`src/core/fspc_pkg.sv`:
```
package fspc_pkg;

  // ==========================================================
  // register map (word index, byte address is four times it)
  // ==========================================================
  localparam logic [5:0]  CTRL_INDEX   = 6'h37;
  localparam logic [5:0]  EXT_INDEX    = 6'h38;
  localparam logic [7:0]  CTRL_RESET   = 8'h00;
  localparam logic [1:0]  EXT_RESET    = 2'h0;

  // ==========================================================
  // command patterns in the lower five control bits
  // ==========================================================
  localparam logic [4:0]  CMD_FILL     = 5'h01;
  localparam logic [4:0]  CMD_ERASE    = 5'h03;
  localparam logic [4:0]  CMD_WRITE    = 5'h05;
  localparam logic [4:0]  CMD_LOCK     = 5'h09;
  localparam logic [4:0]  CMD_RWW      = 5'h11;

  // ==========================================================
  // arming windows in clock cycles
  // ==========================================================
  localparam logic [2:0]  STORE_WIN    = 3'h4;
  localparam logic [2:0]  LOAD_WIN     = 3'h3;
  localparam logic [2:0]  ARM_LAST     = STORE_WIN - 3'h1;

  // ==========================================================
  // flash geometry
  // ==========================================================
  localparam int          PC_WIDTH     = 17;
  localparam int          PAGE_WIDTH   = 10;
  localparam int          WORD_WIDTH   = 7;
  localparam logic [16:0] BOOT_START_3 = 17'h1_FE00;
  localparam logic [16:0] BOOT_START_2 = 17'h1_FC00;
  localparam logic [16:0] BOOT_START_1 = 17'h1_F800;
  localparam logic [16:0] BOOT_START_0 = 17'h1_F000;
  localparam logic [5:0]  BOOT_PAGES_3 = 6'h04;
  localparam logic [5:0]  BOOT_PAGES_2 = 6'h08;
  localparam logic [5:0]  BOOT_PAGES_1 = 6'h10;
  localparam logic [5:0]  BOOT_PAGES_0 = 6'h20;
  localparam logic [16:0] BLOCKING_REGION_START   = 17'h1_F000;
  localparam logic [9:0]  BLOCKING_REGION_PAGE    = BLOCKING_REGION_START[16:7];

  // ==========================================================
  // types
  // ==========================================================
  typedef struct packed {
    logic irq_en;
    logic busy;
    logic sig_read;
    logic rww_en;
    logic lock_set;
    logic pg_write;
    logic pg_erase;
    logic store_en;
  } fspc_ctrl_type;

  typedef struct packed {
    logic [16:0] start;
    logic [5:0]  pages;
  } fspc_boot_type;

  typedef enum logic [1:0] {
    ST_IDLE  = 2'b00,
    ST_ARMED = 2'b01,
    ST_BUSY  = 2'b11
  } fspc_state_type;

  typedef enum logic [1:0] {
    LD_FLASH = 2'b00,
    LD_SIG   = 2'b01,
    LD_LOCK  = 2'b10,
    LD_FUSE  = 2'b11
  } fspc_load_type;

endpackage

```
`src/core/fspc_top.sv`:
```
// The implementer's own choice: the Avalon-MM slave port.
module fspc_top
  import fspc_pkg::*;
#(
  parameter logic [15:0] PROG_CYCLES = 16'h0100
) (
  input  wire logic        CLK_SYS,
  input  wire logic        NRST,
  input  wire logic [7:0]  AVS_ADDRESS,
  input  wire logic        AVS_READ,
  input  wire logic        AVS_WRITE,
  input  wire logic [31:0] AVS_WRITEDATA,
  input  wire logic [3:0]  AVS_BYTEENABLE,
  output logic      [31:0] AVS_READDATA,
  output logic             AVS_WAITREQUEST,
  input  wire logic [1:0]  BOOT_SIZE,
  input  wire logic        CORE_STORE,
  input  wire logic        CORE_LOAD,
  input  wire logic [15:0] CORE_POINTER,
  input  wire logic [7:0]  CORE_SRC_LOW,
  input  wire logic [7:0]  CORE_SRC_HIGH,
  input  wire logic        CORE_GLOBAL_IRQ,
  output logic             IRQ_REQ,
  output logic             CORE_HALT,
  output logic             SECTION_BUSY,
  output logic             BUF_WE,
  output logic      [6:0]  BUF_WORD,
  output logic      [15:0] BUF_DATA,
  output logic             BUF_DISCARD,
  output logic             FLASH_ERASE,
  output logic             FLASH_WRITE,
  output logic      [9:0]  FLASH_PAGE,
  output logic             LOCK_WE,
  output logic      [7:0]  LOCK_DATA,
  output logic      [1:0]  LOAD_SEL,
  output logic      [17:0] LOAD_ADDR,
  output logic      [16:0] BOOT_START,
  output logic      [5:0]  BOOT_PAGES
);

  // ==========================================================
  // functions
  // ==========================================================
  function automatic logic cmd_legal(input logic [4:0] c);
    cmd_legal = (c == CMD_FILL) || (c == CMD_ERASE) ||
                (c == CMD_WRITE) || (c == CMD_LOCK) ||
                (c == CMD_RWW);
  endfunction

  function automatic fspc_boot_type boot_decode(input logic [1:0] sz);
    fspc_boot_type b;
    case (sz)
      2'b11: begin
        b = '{start: BOOT_START_3, pages: BOOT_PAGES_3};
      end
      2'b10: begin
        b = '{start: BOOT_START_2, pages: BOOT_PAGES_2};
      end
      2'b01: begin
        b = '{start: BOOT_START_1, pages: BOOT_PAGES_1};
      end
      default: begin
        b = '{start: BOOT_START_0, pages: BOOT_PAGES_0};
      end
    endcase
    boot_decode = b;
  endfunction

  function automatic logic page_blocking(input logic [9:0] p);
    page_blocking = (p >= BLOCKING_REGION_PAGE);
  endfunction

  // ==========================================================
  // state
  // ==========================================================
  logic [1:0]     boot_sync1_q;
  logic [1:0]     boot_sync2_q;
  logic           wait_q;
  logic [31:0]    rdata_q;
  fspc_ctrl_type  ctrl_q;
  fspc_state_type state_q;
  logic [2:0]     elapsed_q;
  logic [15:0]    op_cnt_q;
  logic [1:0]     ext_q;
  logic           loaded_q;
  logic           halt_q;
  logic           irq_q;
  fspc_boot_type  boot_q;
  logic           buf_we_q;
  logic [6:0]     buf_word_q;
  logic [15:0]    buf_data_q;
  logic           discard_q;
  logic           erase_q;
  logic           write_q;
  logic [9:0]     page_q;
  logic           lock_we_q;
  logic [7:0]     lock_data_q;
  fspc_load_type  load_sel_q;
  logic [17:0]    load_addr_q;

  // ==========================================================
  // decode
  // ==========================================================
  fspc_ctrl_type  wdata;
  logic [4:0]     cmd;
  logic           wr_ctrl;
  logic           wr_ext;
  logic           armed;
  logic           store_hit;
  logic           load_hit;
  logic           fill;
  logic           lock;
  logic           reenable;
  logic           start_op;
  logic           op_done;
  logic [9:0]     page;
  logic           discard;

  always_comb begin
    wdata     = fspc_ctrl_type'(AVS_WRITEDATA[7:0]);
    cmd       = {ctrl_q.rww_en, ctrl_q.lock_set, ctrl_q.pg_write,
                 ctrl_q.pg_erase, ctrl_q.store_en};
    wr_ctrl   = AVS_WRITE && !wait_q && AVS_BYTEENABLE[0] &&
                (AVS_ADDRESS[7:2] == CTRL_INDEX);
    wr_ext    = AVS_WRITE && !wait_q && AVS_BYTEENABLE[0] &&
                (AVS_ADDRESS[7:2] == EXT_INDEX);
    armed     = (state_q == ST_ARMED);
    store_hit = armed && CORE_STORE;
    load_hit  = armed && CORE_LOAD && (elapsed_q < LOAD_WIN);
    page      = {ext_q, CORE_POINTER[15:8]};
    fill      = store_hit && (cmd == CMD_FILL) && !ctrl_q.sig_read;
    lock      = store_hit && (cmd == CMD_LOCK);
    reenable  = store_hit && (cmd == CMD_RWW);
    start_op  = store_hit && ((cmd == CMD_WRITE) || (cmd == CMD_ERASE));
    op_done   = (state_q == ST_BUSY) && (op_cnt_q == 16'h0001);
    discard   = wr_ctrl && wdata.rww_en && loaded_q;
  end

  // ==========================================================
  // strap synchroniser and boot split
  // ==========================================================
  always_ff @(posedge CLK_SYS or negedge NRST) begin
    if (!NRST) begin
      boot_sync1_q <= 2'h0;
      boot_sync2_q <= 2'h0;
      boot_q       <= '0;
    end else begin
      boot_sync1_q <= BOOT_SIZE;
      boot_sync2_q <= boot_sync1_q;
      boot_q       <= boot_decode(boot_sync2_q);
    end
  end

  // ==========================================================
  // avalon slave: one wait cycle per access
  // ==========================================================
  always_ff @(posedge CLK_SYS or negedge NRST) begin
    if (!NRST) begin
      wait_q <= 1'b1;
    end else if (!wait_q) begin
      wait_q <= 1'b1;
    end else if (AVS_READ || AVS_WRITE) begin
      wait_q <= 1'b0;
    end
  end

  always_ff @(posedge CLK_SYS or negedge NRST) begin
    if (!NRST) begin
      rdata_q <= 32'h0000_0000;
    end else if (wait_q && AVS_READ) begin
      if (AVS_ADDRESS[7:2] == CTRL_INDEX) begin
        rdata_q <= {24'h00_0000, ctrl_q};
      end else if (AVS_ADDRESS[7:2] == EXT_INDEX) begin
        rdata_q <= {30'h0000_0000, ext_q};
      end else begin
        rdata_q <= 32'h0000_0000;
      end
    end
  end

  always_ff @(posedge CLK_SYS or negedge NRST) begin
    if (!NRST) begin
      ext_q <= EXT_RESET;
    end else if (wr_ext) begin
      ext_q <= AVS_WRITEDATA[1:0];
    end
  end

  // ==========================================================
  // command sequencer
  // ==========================================================
  always_ff @(posedge CLK_SYS or negedge NRST) begin
    if (!NRST) begin
      ctrl_q    <= fspc_ctrl_type'(CTRL_RESET);
      state_q   <= ST_IDLE;
      elapsed_q <= 3'h0;
    end else begin
      if (wr_ctrl) begin
        ctrl_q.irq_en <= wdata.irq_en;
      end
      case (state_q)
        ST_IDLE, ST_ARMED: begin
          if (wr_ctrl && cmd_legal(wdata[4:0])) begin
            ctrl_q.rww_en   <= wdata.rww_en;
            ctrl_q.lock_set <= wdata.lock_set;
            ctrl_q.pg_write <= wdata.pg_write;
            ctrl_q.pg_erase <= wdata.pg_erase;
            ctrl_q.store_en <= wdata.store_en;
            ctrl_q.sig_read <= wdata.sig_read && (wdata[4:0] == CMD_FILL);
            state_q         <= ST_ARMED;
            elapsed_q       <= 3'h0;
          end else if (start_op) begin
            state_q <= ST_BUSY;
          end else if (store_hit || (armed && elapsed_q == ARM_LAST)) begin
            ctrl_q.rww_en   <= 1'b0;
            ctrl_q.lock_set <= 1'b0;
            ctrl_q.pg_write <= 1'b0;
            ctrl_q.pg_erase <= 1'b0;
            ctrl_q.store_en <= 1'b0;
            ctrl_q.sig_read <= 1'b0;
            state_q         <= ST_IDLE;
          end else if (armed) begin
            elapsed_q <= elapsed_q + 3'h1;
          end
        end
        ST_BUSY: begin
          if (op_done) begin
            ctrl_q.pg_write <= 1'b0;
            ctrl_q.pg_erase <= 1'b0;
            ctrl_q.store_en <= 1'b0;
            state_q         <= ST_IDLE;
          end
        end
        default: begin
          state_q <= ST_IDLE;
        end
      endcase
      if (reenable || fill) begin
        ctrl_q.busy <= 1'b0;
      end
      if (start_op && !page_blocking(page)) begin
        ctrl_q.busy <= 1'b1;
      end
    end
  end

  // ==========================================================
  // programming timer and core halt
  // ==========================================================
  always_ff @(posedge CLK_SYS or negedge NRST) begin
    if (!NRST) begin
      op_cnt_q <= 16'h0000;
      halt_q   <= 1'b0;
    end else if (start_op) begin
      op_cnt_q <= PROG_CYCLES;
      halt_q   <= page_blocking(page);
    end else if (state_q == ST_BUSY) begin
      op_cnt_q <= op_cnt_q - 16'h0001;
      if (op_done) begin
        halt_q <= 1'b0;
      end
    end
  end

  // ==========================================================
  // temporary buffer fill and discard
  // ==========================================================
  always_ff @(posedge CLK_SYS or negedge NRST) begin
    if (!NRST) begin
      loaded_q   <= 1'b0;
      buf_we_q   <= 1'b0;
      buf_word_q <= 7'h00;
      buf_data_q <= 16'h0000;
      discard_q  <= 1'b0;
    end else begin
      buf_we_q  <= fill;
      discard_q <= discard;
      if (fill) begin
        buf_word_q <= CORE_POINTER[7:1];
        buf_data_q <= {CORE_SRC_HIGH, CORE_SRC_LOW};
        loaded_q   <= 1'b1;
      end else if (discard || (start_op && cmd == CMD_WRITE)) begin
        loaded_q <= 1'b0;
      end
    end
  end

  // ==========================================================
  // flash erase/write and lock bit requests
  // ==========================================================
  always_ff @(posedge CLK_SYS or negedge NRST) begin
    if (!NRST) begin
      erase_q     <= 1'b0;
      write_q     <= 1'b0;
      page_q      <= 10'h000;
      lock_we_q   <= 1'b0;
      lock_data_q <= 8'h00;
    end else begin
      erase_q   <= start_op && (cmd == CMD_ERASE);
      write_q   <= start_op && (cmd == CMD_WRITE);
      lock_we_q <= lock;
      if (start_op) begin
        page_q <= page;
      end
      if (lock) begin
        lock_data_q <= CORE_SRC_LOW;
      end
    end
  end

  // ==========================================================
  // load source select and interrupt request
  // ==========================================================
  always_ff @(posedge CLK_SYS or negedge NRST) begin
    if (!NRST) begin
      load_sel_q  <= LD_FLASH;
      load_addr_q <= 18'h0_0000;
    end else if (CORE_LOAD) begin
      load_addr_q <= {ext_q, CORE_POINTER};
      if (load_hit && ctrl_q.sig_read) begin
        load_sel_q <= LD_SIG;
      end else if (load_hit && cmd == CMD_LOCK) begin
        load_sel_q <= CORE_POINTER[0] ? LD_LOCK : LD_FUSE;
      end else begin
        load_sel_q <= LD_FLASH;
      end
    end
  end

  always_ff @(posedge CLK_SYS or negedge NRST) begin
    if (!NRST) begin
      irq_q <= 1'b0;
    end else begin
      irq_q <= ctrl_q.irq_en && CORE_GLOBAL_IRQ && !ctrl_q.store_en;
    end
  end

  // ==========================================================
  // outputs
  // ==========================================================
  assign AVS_READDATA    = rdata_q;
  assign AVS_WAITREQUEST = wait_q;
  assign IRQ_REQ         = irq_q;
  assign CORE_HALT       = halt_q;
  assign SECTION_BUSY    = ctrl_q.busy;
  assign BUF_WE          = buf_we_q;
  assign BUF_WORD        = buf_word_q;
  assign BUF_DATA        = buf_data_q;
  assign BUF_DISCARD     = discard_q;
  assign FLASH_ERASE     = erase_q;
  assign FLASH_WRITE     = write_q;
  assign FLASH_PAGE      = page_q;
  assign LOCK_WE         = lock_we_q;
  assign LOCK_DATA       = lock_data_q;
  assign LOAD_SEL        = load_sel_q;
  assign LOAD_ADDR       = load_addr_q;
  assign BOOT_START      = boot_q.start;
  assign BOOT_PAGES      = boot_q.pages;

endmodule // fspc_top

```
`config.mk`:
```
export PLATFORM = sky130hd
export DESIGN_NAME = fspc_top
export DESIGN_NICKNAME = d
export VERILOG_FILES = /design/src/core/fspc_pkg.sv /design/src/core/fspc_top.sv
export SDC_FILE = /design/constraint.sdc
export NUM_CORES = 1
export LEC_CHECK = 0
export BUFFER_PORTS_ARGS = -buffer_cell sky130_fd_sc_hd__buf_4
export CAP_MARGIN = 10
export CORE_MARGIN = 2
export CORE_UTILIZATION = 49
export DETAILED_ROUTE_END_ITERATION = 7
export PLACE_DENSITY = 0.83
export REMOVE_ABC_BUFFERS = 1
export SLEW_MARGIN = 20
export SYNTH_ARGS = -nofsm -noshare
export SYNTH_HDL_FRONTEND = slang
export SYNTH_SLANG_ARGS = --single-unit
```
`constraint.sdc`:
```
create_clock -name CLK_SYS -period 2.8 [get_ports CLK_SYS]
set_input_delay 0 -clock CLK_SYS [delete_from_list [all_inputs] [get_ports CLK_SYS]]
set_output_delay 0 -clock CLK_SYS [all_outputs]
set_load 0.005 [all_outputs]
```
==> flow_metrics.env <==
export IMPL_postCtsHoldBufs=56
export IMPL_via_per_inst=5.23
export IMPL_grt_pass1_wl_um=22000
export IMPL_cts_root_buffer="clkbuf_8"
export IMPL_yosysSeqAreaShare=0.569
export IMPL_drive_gt1_frac=0.360
export IMPL_globalRouteOverflowTotal=0
export IMPL_yosysUniqueCellTypes=52
export IMPL_rrSetupSlack_ns=0.39
export IMPL_clkTransAtPathRegs_ns=0.06
export IMPL_clock_fmax_mhz=414
export IMPL_cts_tree="yes"
export IMPL_syn2layout_area_growth_pct=41.5
export IMPL_wl_per_cell_um=17.0
export IMPL_worstRegToRegCells=5
export IMPL_dpl_worst_slack_ns=0.484
export IMPL_min_period_over_period=0.862
export IMPL_cp_start_kind="flop"
export IMPL_cts_buffers_inserted=17
export IMPL_track_usage=0.246
export IMPL_io_pins=210
export IMPL_initial_core_util=0.509
export IMPL_powerDensity_nw_per_um2=690
export IMPL_rows=37
export IMPL_path_max_fanout=19
export IMPL_worst_pin_slew_ns=0.779
export IMPL_place_congestion=0.834
export IMPL_max_slew_margin_rel=0.477
export IMPL_num_fill_cells=691
export IMPL_yosys_area_share_simple=0.137
export IMPL_synth_compound_area_share=0.0721
export IMPL_synthFlopType="dfrtp_1"
export IMPL_placed_cells_incl_taps=723
export IMPL_ys_top_cells_by_area="dfrtp_1 (56%), mux2_2 (11%), buf_4 (5.7%)"
export IMPL_postLayoutCoreUtil=0.720
export IMPL_cts_resized=0
export IMPL_grt_setup_unrepaired="false"
export IMPL_final_setup_viol_count=0
export IMPL_crit_type="reg -> reg"
export IMPL_ys_seq_elements=120
export IMPL_final_max_slew_viol_count=0
export IMPL_hp_class="in -> async"
export IMPL_drc_errors=0
export IMPL_cts_sinks=120
export IMPL_synth_area_leader_cell="dfrtp_1"
export IMPL_fp_dieH_um=108
export IMPL_hold_viol_final=0
export IMPL_maxCapViolations=0
export IMPL_nets=751
export IMPL_fin_setup_tns_ns=0
export IMPL_synth_common_cells="dfrtp_1 (119), nand2_1 (57), mux2_2 (52)"
export IMPL_p_leak_nw=3.70
export IMPL_dieArea_um2=11600
export IMPL_synth_area_um2=5280
export IMPL_antenna_found_initial=0
export IMPL_startpoint="state_q[1]"
export IMPL_fin_crit_ns=2.41
export IMPL_first_iter_violations=251
export IMPL_htreeDepth=4
export IMPL_power_mw=5.15
export IMPL_wl_um=13800
export IMPL_vias=4240
export IMPL_syn_inst=459
export IMPL_yosys_area_share_adder=0.00948
export IMPL_synth_xor_area_share=0.0149
export IMPL_cp_end_kind="flop"
export IMPL_ant_nets=0
export IMPL_antennaDiodeCount=0
export IMPL_setup_ws_ns=0.385
export IMPL_dp_hpwl_um=8870
export IMPL_synth_avg_cell_area_um2=11.5
export IMPL_core_area_um2=10400
export IMPL_cts_setup_buffers=0
export IMPL_status="complete, no violations"
export IMPL_r2r_start="state_q[1]"
export IMPL_required_ns=3.19
export IMPL_finalClockSkew_ns=0.00829
export IMPL_grt_pass1_vias=4349
export IMPL_synth_top_family_by_area="simple AND/OR/NAND/NOR gates"
export IMPL_clk_path_buf_depth=2
export IMPL_finalNonFillerCells=811
export IMPL_grt_max_degree=49
export IMPL_insertion_delay_ns=0.51
export IMPL_yosysMostFrequentCell="dfrtp_1"
export IMPL_synth_async_reset_ratio=1.00
export IMPL_die_w_um=108
export IMPL_synth_top_area_frac=0.564
export IMPL_r2r_end="BUF_DATA[4]"
export IMPL_critPathArrivalTime_ns=2.81
export IMPL_ir_drop_v=0.000413
export IMPL_yosys_warnings=0
export IMPL_synth_enable_flop_cells=0
export IMPL_dr_pass1_iters=7
export IMPL_synthMuxAreaShare=0.115
export IMPL_port_buffers=144
==> worst max-delay path by stage <==
stage	to	slack, ns	cells after the start
after CTS	BUF_DATA[10]	0.42	5
after detailed placement	BUF_WORD[5]	0.48	5
after floorplan	BUF_DATA[0]	0.60	5
final	BUF_DATA[4]	0.39	5
after global routing	BUF_DATA[4]	0.26	5
after global placement	BUF_DATA[9]	0.56	5
==> state kept, by name (all words and copies together), names as in the netlist, 2 cells and up <==
register / flops
elapsed_q: 3
ctrl_q: 2
LOAD_SEL: 2
boot_sync1_q: 2
LOCK_DATA: 8
BUF_WORD: 7
FLASH_PAGE: 10
op_cnt_q: 16
LOAD_ADDR: 18
state_q: 2
BOOT_PAGES: 4
boot_sync2_q: 2
BUF_DATA: 16
cmd: 5
ext_q: 2
AVS_READDATA: 8
BOOT_START: 3
==> through the flow <==
step	instance area [µm²]	hold slack [ns]
2_1_floorplan	5040	-0.296
3_3_place_gp	6340	0.0237
3_5_place_dp	6340	0.0387
6_report	7470	0.00896
4_1_cts	7470	0.0298
5_1_grt	7470	0.0489
==> cells by family (layout without fill, tap and decap cells) <==
kind of cell,Yosys count,in the layout
simple gates,140,140
fa+ha+maj,4,4
flops,120,120
mux,54,54
xor+xnor,9,9
compound gates,59,59
other cells,2,36
buf+inv,71,253
==> cells in the final DEF, fill, tap and decap left out, types with 9 or more instances in the layout <==
cell type,netlist,layout
nor2_1,14,14
a21oi_1,11,11
nand2_1,57,57
inv_1,15,15
dlygate4sd3_1,0,56
mux2_2,52,52
nor3_1,9,9
clkbuf_16,0,16
buf_4,40,148
conb_1,2,36
o21ai_0,18,18
dfrtp_1,119,119
==> power by group <==
| group | total [mW] | internal, mW | leakage, nW | switching (mW) |
|---|---|---|---|---|
| combinational | 0.891 | 0.479 | 1.88 | 0.412 |
| sequential | 2.19 | 1.97 | 1.54 | 0.226 |
| clock | 2.07 | 1.22 | 0.275 | 0.847 |
| total | 5.15 | 3.67 | 3.70 | 1.49 |
==> metal layers <==
layer,part of all wire,vias up,global-route usage
met5,0,-,0
met4,0.015,0,0.0943
met3,0.063,18,0.0508
met2,0.55,174,0.441
met1,0.37,2113,0.289
li1,-,1935,-
==> worst max-delay path, stage by stage, from the launching register on <==
cell and delay, ns:
dfrtp_1 0.52, and4bb_2 0.41, nand2_1 0.11, or4_1 0.48
inv_2 0.37, mux2_2 0.41
==> final cells by class <==
| class | count | area, µm² | share of cell area |
|---|---|---|---|
| sequential | 120 | 3000 | 0.402 |
| multi-input combinational | 302 | 1980 | 0.264 |
| timing repair buffer | 205 | 1690 | 0.226 |
| clock buffer | 18 | 428 | 0.0573 |
| tap | 136 | 170 | 0.0228 |
| clock inverter | 14 | 140 | 0.0188 |
| inverter | 16 | 60.1 | 0.00804 |
(Power assumes the default switching activity.)
